$ cat config.mk
export PLATFORM = sky130hd
export DESIGN_NAME = bqs_ctl_flat
export DESIGN_NICKNAME = d
export VERILOG_FILES = /design/src/shared/bqs_pkg.sv /design/src/shared/bqs_if.sv /design/src/bqs_ctl.sv /design/src/flat_wrapper.sv
export VERILOG_INCLUDE_DIRS = /design/src /design/src/shared
export SDC_FILE = /design/constraint.sdc
export NUM_CORES = 1
export LEC_CHECK = 0
export ABC_CLOCK_PERIOD_IN_PS = 4700
export BUFFER_PORTS_ARGS = -buffer_cell sky130_fd_sc_hd__buf_2
export CAP_MARGIN = 10
export CELL_PAD_IN_SITES_DETAIL_PLACEMENT = 0
export CELL_PAD_IN_SITES_GLOBAL_PLACEMENT = 1
export CORE_MARGIN = 3
export CORE_UTILIZATION = 35
export DETAILED_ROUTE_END_ITERATION = 6
export MAX_ROUTING_LAYER = met4
export PLACE_DENSITY_LB_ADDON = 0.1
export SYNTH_ARGS = -nofsm -noshare
export SYNTH_HDL_FRONTEND = slang
export SYNTH_SLANG_ARGS = --single-unit
$ cat constraint.sdc
create_clock -name CORE_CLK -period 4.7 [get_ports CORE_CLK]
set_input_delay 0.705 -clock CORE_CLK [delete_from_list [all_inputs] [get_ports CORE_CLK]]
set_output_delay 0.705 -clock CORE_CLK [all_outputs]
set_load 0.05 [all_outputs]
$ cat src/shared/bqs_defines.svh
// Function
// - Static clock beyond 30 ns resets loop.
// - Loop-disable rising edge resets loop.
// - Release disable only with stable clock.
// - Wait full lock interval before operations.
// - Frequency change needs a loop reset.
// - Burst walks base, +1, +2, +3.
// - Read and write machines run independently.
// - State advances on both edges of the true clock.
// - Read select low at rise requests read.
// - Write select low at rise requests write.
// - Read words at t+2.5 through t+4.0.
// - Write words at t+2.0 through t+3.5.
// - Same operation on next rise ignored.
// - Read wins when both selects asserted.
// - Writes buffered, committed on third write.
// - Loop locks within 2048 stable cycles.
`ifndef BQS_DEFINES_SVH
`define BQS_DEFINES_SVH
// ------------------------------------------------------------
// Timing
// ------------------------------------------------------------
`define BQS_CLK_NS 40
`define BQS_STOP_NS 30
`define BQS_STOP_CYC ((`BQS_STOP_NS + `BQS_CLK_NS - 1) / `BQS_CLK_NS)
`define BQS_LOCK_CYC 2048
`define BQS_STABLE_CYC 16
// ------------------------------------------------------------
// Burst scheduling in clock phases
// ------------------------------------------------------------
`define BQS_BURST 4
`define BQS_PIPE 8
`define BQS_RD_SLOT 4
`define BQS_WR_SLOT 3
`define BQS_CRD_SLOT 6
`define BQS_CPIPE 10
`define BQS_FIFO_D 8
`endif

$ cat src/shared/bqs_pkg.sv
package bqs_pkg;
  typedef enum logic [1:0] {
    DLL_OFF     = 2'b00,
    DLL_LOCKING = 2'b01,
    DLL_LOCKED  = 2'b10
  } bqs_dll_e;
  typedef enum logic [1:0] {
    C_POWER = 2'b00,
    C_LOCK  = 2'b01,
    C_RUN   = 2'b10,
    C_STOP  = 2'b11
  } bqs_ctl_e;
endpackage

$ cat src/shared/bqs_if.sv
`timescale 1ns/1ps
interface bqs_if #(
  parameter int AW = 8,
  parameter int DW = 36
) ();
  logic          k;
  logic          k_n;
  logic          doff_n;
  logic          r_n;
  logic          w_n;
  logic [AW-1:0] a;
  logic [DW-1:0] d;
  logic [DW-1:0] q;
  logic          q_oe;
  modport dev (input k, k_n, doff_n, r_n, w_n, a, d, output q, q_oe);
  modport ctl (output k, k_n, doff_n, r_n, w_n, a, d, input q, q_oe);
endinterface

$ cat src/bqs_ctl.sv
`timescale 1ns/1ps
`include "bqs_defines.svh"
module bqs_fifo #(
  parameter int W = 36,
  parameter int D = `BQS_FIFO_D
) (
  input wire logic                  clk,
  input wire logic                  rst_n,
  input wire logic                  in_valid,
  output logic                      in_ready,
  input wire logic [W-1:0]          in_data,
  output logic                      out_valid,
  input wire logic                  out_ready,
  output logic [W-1:0]              out_data,
  output logic [$clog2(D+1)-1:0]    level
);
  localparam int PW = $clog2(D);
  localparam int CW = $clog2(D + 1);
  typedef struct packed {
    logic [PW-1:0] wp;
    logic [PW-1:0] rp;
    logic [CW-1:0] cnt;
    logic          rdy;
    logic          vld;
  } bqs_fifo_s;
  bqs_fifo_s st;
  bqs_fifo_s next_st;
  logic [W-1:0] mem [D];
  logic push;
  logic pop;

  always_comb
  begin
    next_st = st;
    push    = in_valid && st.rdy;
    pop     = out_ready && st.vld;
    if (push)
    begin
      next_st.wp = (st.wp == PW'(D - 1)) ? '0 : st.wp + PW'(1);
    end
    if (pop)
    begin
      next_st.rp = (st.rp == PW'(D - 1)) ? '0 : st.rp + PW'(1);
    end
    next_st.cnt = st.cnt + CW'(push) - CW'(pop);
    next_st.rdy = next_st.cnt != CW'(D);
    next_st.vld = next_st.cnt != '0;
  end

  always_ff @(posedge clk or negedge rst_n)
  begin
    if (!rst_n)
    begin
      st     <= '0;
      st.rdy <= 1'b1;
    end
    else
    begin
      st <= next_st;
    end
  end

  always_ff @(posedge clk)
  begin
    if (push)
    begin
      mem[st.wp] <= in_data;
    end
  end

  assign in_ready  = st.rdy;
  assign out_valid = st.vld;
  assign out_data  = mem[st.rp];
  assign level     = st.cnt;
endmodule

module bqs_ctl #(
  parameter int AW         = 8,
  parameter int DW         = 36,
  parameter int LOCK_CYC   = `BQS_LOCK_CYC,
  parameter int STABLE_CYC = `BQS_STABLE_CYC,
  parameter int FIFO_D     = `BQS_FIFO_D
) (
  bqs_if.ctl                LINK,
  input wire logic          CORE_CLK,
  input wire logic          RST_N,
  input wire logic          CMD_VALID,
  input wire logic          CMD_WRITE,
  input wire logic [AW-1:0] CMD_ADDR,
  output logic              RD_READY,
  output logic              WR_READY,
  input wire logic          WD_VALID,
  input wire logic [DW-1:0] WD_DATA,
  output logic              WD_READY,
  output logic [DW-1:0]     RD_DATA,
  output logic              RD_VALID,
  input wire logic          RELOCK,
  output logic              READY
);
  localparam int LW = $clog2(LOCK_CYC + STABLE_CYC + 1);
  localparam int CW = $clog2(FIFO_D + 1);
  typedef struct packed {
    bqs_pkg::bqs_ctl_e       state;
    logic [LW-1:0]           cnt;
    logic                    k;
    logic                    k_n;
    logic                    doff_n;
    logic                    r_n;
    logic                    w_n;
    logic [AW-1:0]           a;
    logic [DW-1:0]           d;
    logic [`BQS_PIPE-1:0]    wp;
    logic [`BQS_CPIPE-1:0]   rp;
    logic                    rd_prev;
    logic                    wr_prev;
    logic                    rd_rdy;
    logic                    wr_rdy;
    logic [DW-1:0]           rdata;
    logic                    rvalid;
    logic                    relock;
    logic                    ready;
  } bqs_ctl_s;
  bqs_ctl_s      st;
  bqs_ctl_s      next_st;
  logic          pop;
  logic [DW-1:0] f_data;
  logic [CW-1:0] f_level;
  logic          acc_rd;
  logic          acc_wr;
  logic          rise;

  bqs_fifo #(.W(DW), .D(FIFO_D)) bqs_fifo_i (
    .clk       (CORE_CLK),
    .rst_n     (RST_N),
    .in_valid  (WD_VALID),
    .in_ready  (WD_READY),
    .in_data   (WD_DATA),
    .out_valid (),
    .out_ready (pop),
    .out_data  (f_data),
    .level     (f_level)
  );

  always_comb
  begin
    next_st        = st;
    next_st.rvalid = 1'b0;
    pop            = st.wp[0];
    rise           = !st.k;
    acc_rd         = 1'b0;
    acc_wr         = 1'b0;
    if (RELOCK)
    begin
      next_st.relock = 1'b1;
    end
    if (st.state != bqs_pkg::C_STOP)
    begin
      next_st.k   = !st.k;
      next_st.k_n = st.k;
    end
    unique case (st.state)
      bqs_pkg::C_POWER:
      begin
        next_st.cnt = st.cnt + LW'(1);
        if (st.cnt == LW'(STABLE_CYC - 1))
        begin
          next_st.doff_n = 1'b1;
          next_st.state  = bqs_pkg::C_LOCK;
          next_st.cnt    = '0;
        end
      end
      bqs_pkg::C_LOCK:
      begin
        if (rise)
        begin
          next_st.cnt = st.cnt + LW'(1);
          if (st.cnt == LW'(LOCK_CYC))
          begin
            next_st.state = bqs_pkg::C_RUN;
          end
        end
      end
      bqs_pkg::C_RUN:
      begin
        // Stopping is deferred until no burst is pending on either port.
        if (st.relock && st.wp == '0 && st.rp == '0 && st.r_n && st.w_n)
        begin
          next_st.state = bqs_pkg::C_STOP;
          next_st.k     = st.k;
          next_st.k_n   = st.k_n;
          next_st.cnt   = '0;
        end
      end
      bqs_pkg::C_STOP:
      begin
        next_st.cnt = st.cnt + LW'(1);
        if (st.cnt == LW'(`BQS_STOP_CYC))
        begin
          next_st.state  = bqs_pkg::C_LOCK;
          next_st.cnt    = '0;
          next_st.relock = 1'b0;
        end
      end
    endcase
    next_st.wp = st.wp >> 1;
    next_st.rp = st.rp >> 1;
    if (st.wp[0])
    begin
      next_st.d = f_data;
    end
    if (st.rp[0])
    begin
      next_st.rdata  = LINK.q;
      next_st.rvalid = 1'b1;
    end
    if (st.state == bqs_pkg::C_RUN && rise)
    begin
      acc_rd = CMD_VALID && !CMD_WRITE && st.rd_rdy;
      acc_wr = CMD_VALID && CMD_WRITE && st.wr_rdy;
      next_st.r_n     = !acc_rd;
      next_st.w_n     = !acc_wr;
      next_st.rd_prev = acc_rd;
      next_st.wr_prev = acc_wr;
      if (acc_rd || acc_wr)
      begin
        next_st.a = CMD_ADDR;
      end
      for (int i = 0; i < `BQS_BURST; i++)
      begin
        if (acc_wr)
        begin
          next_st.wp[`BQS_WR_SLOT+i] = 1'b1;
        end
        if (acc_rd)
        begin
          next_st.rp[`BQS_CRD_SLOT+i] = 1'b1;
        end
      end
    end
    next_st.ready  = next_st.state == bqs_pkg::C_RUN;
    next_st.rd_rdy = next_st.ready && !next_st.k && !next_st.rd_prev && !next_st.relock;
    // Fifo level minus this pop is a safe lower bound for the data a write needs.
    next_st.wr_rdy = next_st.ready && !next_st.k && !next_st.wr_prev && !next_st.relock &&
                     (int'(f_level) - int'(pop) >= `BQS_BURST + $countones(next_st.wp));
  end

  always_ff @(posedge CORE_CLK or negedge RST_N)
  begin
    if (!RST_N)
    begin
      st     <= '0;
      st.k_n <= 1'b1;
      st.r_n <= 1'b1;
      st.w_n <= 1'b1;
    end
    else
    begin
      st <= next_st;
    end
  end

  assign LINK.k      = st.k;
  assign LINK.k_n    = st.k_n;
  assign LINK.doff_n = st.doff_n;
  assign LINK.r_n    = st.r_n;
  assign LINK.w_n    = st.w_n;
  assign LINK.a      = st.a;
  assign LINK.d      = st.d;
  assign RD_READY    = st.rd_rdy;
  assign WR_READY    = st.wr_rdy;
  assign RD_DATA     = st.rdata;
  assign RD_VALID    = st.rvalid;
  assign READY       = st.ready;
endmodule

$ cat src/flat_wrapper.sv
// flat-port wrapper written by rule: the top's interface ports become plain ports
module bqs_ctl_flat 
#(
  parameter int AW         = 8,
  parameter int DW         = 36,
  parameter int LOCK_CYC   = `BQS_LOCK_CYC,
  parameter int STABLE_CYC = `BQS_STABLE_CYC,
  parameter int FIFO_D     = `BQS_FIFO_D
)
  (CORE_CLK, RST_N, CMD_VALID, CMD_WRITE, CMD_ADDR, RD_READY, WR_READY, WD_VALID, WD_DATA, WD_READY, RD_DATA, RD_VALID, RELOCK, READY, LINK_k, LINK_k_n, LINK_doff_n, LINK_r_n, LINK_w_n, LINK_a, LINK_d, LINK_q, LINK_q_oe);
  bqs_if #(.AW(AW), .DW(DW)) LINK_i ();
  input wire logic CORE_CLK;
  input wire logic RST_N;
  input wire logic CMD_VALID;
  input wire logic CMD_WRITE;
  input wire logic [AW-1:0] CMD_ADDR;
  output logic RD_READY;
  output logic WR_READY;
  input wire logic WD_VALID;
  input wire logic [DW-1:0] WD_DATA;
  output logic WD_READY;
  output logic [DW-1:0] RD_DATA;
  output logic RD_VALID;
  input wire logic RELOCK;
  output logic READY;
  output wire logic [$bits(LINK_i.k)-1:0] LINK_k;
  output wire logic [$bits(LINK_i.k_n)-1:0] LINK_k_n;
  output wire logic [$bits(LINK_i.doff_n)-1:0] LINK_doff_n;
  output wire logic [$bits(LINK_i.r_n)-1:0] LINK_r_n;
  output wire logic [$bits(LINK_i.w_n)-1:0] LINK_w_n;
  output wire logic [$bits(LINK_i.a)-1:0] LINK_a;
  output wire logic [$bits(LINK_i.d)-1:0] LINK_d;
  input wire logic [$bits(LINK_i.q)-1:0] LINK_q;
  input wire logic [$bits(LINK_i.q_oe)-1:0] LINK_q_oe;
  assign LINK_k = LINK_i.k;
  assign LINK_k_n = LINK_i.k_n;
  assign LINK_doff_n = LINK_i.doff_n;
  assign LINK_r_n = LINK_i.r_n;
  assign LINK_w_n = LINK_i.w_n;
  assign LINK_a = LINK_i.a;
  assign LINK_d = LINK_i.d;
  assign LINK_i.q = LINK_q;
  assign LINK_i.q_oe = LINK_q_oe;
  bqs_ctl #(.AW(AW), .DW(DW), .LOCK_CYC(LOCK_CYC), .STABLE_CYC(STABLE_CYC), .FIFO_D(FIFO_D)) u_core (.LINK(LINK_i), .CORE_CLK(CORE_CLK), .RST_N(RST_N), .CMD_VALID(CMD_VALID), .CMD_WRITE(CMD_WRITE), .CMD_ADDR(CMD_ADDR), .RD_READY(RD_READY), .WR_READY(WR_READY), .WD_VALID(WD_VALID), .WD_DATA(WD_DATA), .WD_READY(WD_READY), .RD_DATA(RD_DATA), .RD_VALID(RD_VALID), .RELOCK(RELOCK), .READY(READY));
endmodule
==> summary.txt <==
STA
  • Slew HR: 31.2%
  • Tcrit/Tclk final: 84.1%
  • Final hold vios: 0
  • Setup Viol. Count Final: 0
  • Min cycle time layout: 3.95 ns
  • RSZ-0062 raised after global routing: false
  • Worst-Margin Slew: 1.03 ns
  • Clock Skew: 0.0116 ns
  • Fin. max-slew vios: 0
  • Final worst setup slack: 0.745 ns
  • Max frequency: 253 MHz
  • Final setup TNS: 0 ns

Setup path
  • Slowest stage delay, CP: 0.51 ns
  • Most frequent CP cell: ha_1
  • Crit start category: flip-flop
  • Worst Path Arrival: roughly 4.4 ns
  • Crit-path slowest cell: and4_1
  • Critical Setup Path Class: flip-flop to flip-flop
  • WP buf/inv: 1
  • Setup crit end kind: flip-flop
  • Worst reg2reg path endpoint: u_core.WR_READY
  • Worst R2R Path Depth: 14
  • Family with the most delay on the worst path: adder cells
  • WP data required: slightly above 5 ns
  • CP Depth: 14
  • Worst path cell trace: nor3b_2 > and4_1 > or2_2 > ha_1 > fa_1 > ha_1 > inv_1 > fa_1 > xnor2_1 > ha_1 > o21ai_0 > a21oi_1 > o21ai_1 > nor4bb_1
  • Critical path peak fanout: 10
  • Flop2flop setup slack: around 0.75 ns
  • Worst R2R Start: u_core.st[123]

Run
  • Maxcap violations: 0

Power and ir drop
  • Max IR drop VDD: 0.220 mV
  • Power Total: 7.80 mW
  • Pwr/cell area: 395 nW/um^2
  • Leak: 7.67 nW

Yosys
  • Cells after Synth: 958
  • Ranking of synthesized cells by area: edfxtp_1 (51%), dfrtp_1 (19%), mux4_2 (9.5%), buf_4 (3.5%), mux2_2 (3.0%)
  • Cell area after synthesis: 17000 sq um
  • Distinct cells, synth: 56
  • EDFF count, synth: 288
  • Synthesized flop and latch total: 423
  • Syn_nets: 1073
  • Number of warnings issued by yosys: 0
  • Sequential share of the synthesized area: between 70% and 80%
  • Top_reg_cell synth: edfxtp_1
  • Post-synth top area share: 50.9%
  • Synth Area per Inst: about 18 sq um
  • Largest area contributor in the synthesized netlist: edfxtp_1
  • Ys async rst share: 31.9%

Placement
  • Worst slack at placement: 0.686 ns
  • GPL Wtd Cong: between 0.6 and 0.7
  • I/O Buffers: ~180
  • Post-DP HPWL: around 20000 microns

Clocking
  • Clk Latency, worst-skew pair: between 0.5 and 0.6 ns
  • Clock-pin slew on the worst setup and hold paths: ~0.060 ns
  • Cts repair resizes: 0
  • Clock tree buffer depth: 3
  • CTS Buf Count: 47
  • CTS tree: built
  • Root Buffer: clkbuf_16
  • Clk sink count: 423
  • H-Tree Depth: 2
  • Postcts setup bufs: 0
  • CTS Hold Bufs: 0

Floorplanning
  • # rows: 80
  • Die footprint: 51300 sq um
  • Initial Utilization: 35.5%
  • Chip width: 226 microns
  • Placeable Area: 47800 sq um
  • Die H: around 230 microns
  • # IOs: 177

GRT
  • Gr usage total: 14.5%
  • Largest net degree at the start of global routing: 81
  • Global-route wire length before repair: 54400 microns
  • Grt ovf: 0
  • Number of global-route vias before repair: between 8000 and 9000
  • Initial antenna violation count: 6

Routing
  • Pre-antenna DRT Iters: 4
  • Post-Route WL: 35700 microns
  • Antenna-violating nets left: 0
  • DRT iter0 DRCs: roughly 410
  • Vias post-DR: roughly 8400
  • Residual DRC: 0
  • WL/cell: slightly above 20 microns
  • Vias per cell: 4.81

Final layout
  • Commonest non-fill, non-tap cell in the layout: edfxtp_1
  • Post-layout util: between 40 and 50%
  • Area delta synth->final: 16.1%
  • Final nets: 1197
  • Commonest cells after routing, fill and taps aside: edfxtp_1 (288), buf_2 (174), dfrtp_1 (127), mux4_2 (72), nor2_1 (52)
  • Share of layout cells above drive strength 1: 36.7%

Hold path
  • Worst hold path class: primary input to async pin

Status
  • Outcome: finished, final reports clean
synthesized netlist by cell type, types with 2 or more instances:
cell / instances
edfxtp_1: 288
dfrtp_1: 131
buf_4: 80
mux4_2: 72
nor2_1: 55
mux2_2: 46
a21oi_1: 41
mux2i_1: 36
ha_1: 24
clkbuf_1: 20
inv_1: 17
nor3_1: 15
buf_2: 13
nand2_1: 11
nand2b_1: 10
a21o_1: 9
nand3_1: 9
nor4_1: 6
and3_1: 5
o21ai_0: 5
a211o_1: 4
dfstp_2: 4
fa_1: 4
o211ai_1: 4
xor2_1: 4
buf_1: 3
nand4_1: 3
nor2b_1: 3
or2_2: 3
xnor2_1: 3
a22o_1: 2
a31oi_1: 2
mux2_1: 2
nor4bb_1: 2
final cells by class:
class / count / area (sq um)
fillers: 4350 / 28100
flip-flops and latches: 423 / 12000
multi-input cells: 400 / 4200
clock buffers: 65 / 1340
repair buffers: 192 / 1050
well taps: 615 / 769
clock inverters: 23 / 260
inverters: 18 / 67.6
diodes: 6 / 15.0
worst max path at each step:
stage	endpoint	from	slack, ns
after floorplan	u_core.bqs_fifo_i.mem[2][0]	u_core.bqs_fifo_i.in_ready	0.73
after global placement	u_core.WR_READY	CMD_WRITE	0.70
after detailed placement	u_core.WR_READY	CMD_WRITE	0.69
after CTS	u_core.WR_READY	u_core.LINK.k	0.70
after global routing	u_core.WR_READY	u_core.st[123]	0.43
final	u_core.WR_READY	u_core.st[123]	0.75
layer usage:
layer  global-route usage (%)  vias to the layer above  part of all wire (%)
met3                     3.82                       52                   6.3
met5                        -                        -                     0
met1                     18.9                     4282                    45
li1                         -                     3854                     -
met4                     4.26                        0                   1.9
met2                     22.5                      198                    47
stage by stage:
step                cell area, sq um  std cells  hold WS [ns]
CTS                            19700       1736         0.218
floorplan                      17000        958         0.352
global route                   19700       1742         0.267
finish                         19700       1742         0.220
global placement               18100       1648         0.368
detailed placement             18100       1648         0.359
state kept, by name (all words and copies together) (netlist names):
register and cells:
u_core.pop 1, u_core.bqs_fifo_i.mem 288, u_core.WR_READY 1, u_core.next_st 9, u_core.bqs_fifo_i.level 4, u_core.bqs_fifo_i.in_ready 1, u_core.LINK.r_n 1, u_core.LINK.a 8
u_core.LINK.d 36, u_core.bqs_fifo_i.out_valid 1, u_core.LINK.w_n 1, u_core.LINK.k 1, u_core.RD_READY 1, u_core.LINK.k_n 1, u_core.bqs_fifo_i.st 6, u_core.READY 1
u_core.RD_DATA 36, u_core.RD_VALID 1, u_core.LINK.doff_n 1, u_core.st 24
power by group:
| part | switching, mW | internal [mW] |
|---|---|---|
| registers | 0.0000000000000000108 | 3.99 |
| clock network | 1.50 | 2.22 |
| logic | 0.0610 | 0.0276 |
worst reg2reg max path: cells and delay by family (launching register included):
| kind | cells | cell delay, ns |
|---|---|---|
| DFF | 1 | 0.49 |
| xor gates and xnor gates | 1 | 0.14 |
| buffers and inverters | 1 | 0.05 |
| and+or+nand+nor | 4 | 1.32 |
| AOI/OAI and AO/OA | 3 | 0.29 |
| adders and majority gates | 5 | 1.55 |
kinds of logic (layout without fill, tap and decap cells):
kind of cell	after synthesis	count (layout)	synth area share (%)
XOR/XNOR	7	7	0.361
adder cells (fa/ha/maj)	28	28	2.24
AO/OA/AOI/OAI	74	74	2.75
flip-flops	423	423	70.8
multiplexers	156	156	14.8
buffers and inverters	135	298	4.89
other	0	6	0
AND/OR/NAND/NOR	135	135	4.17
Power figures use the tool's default switching activity.
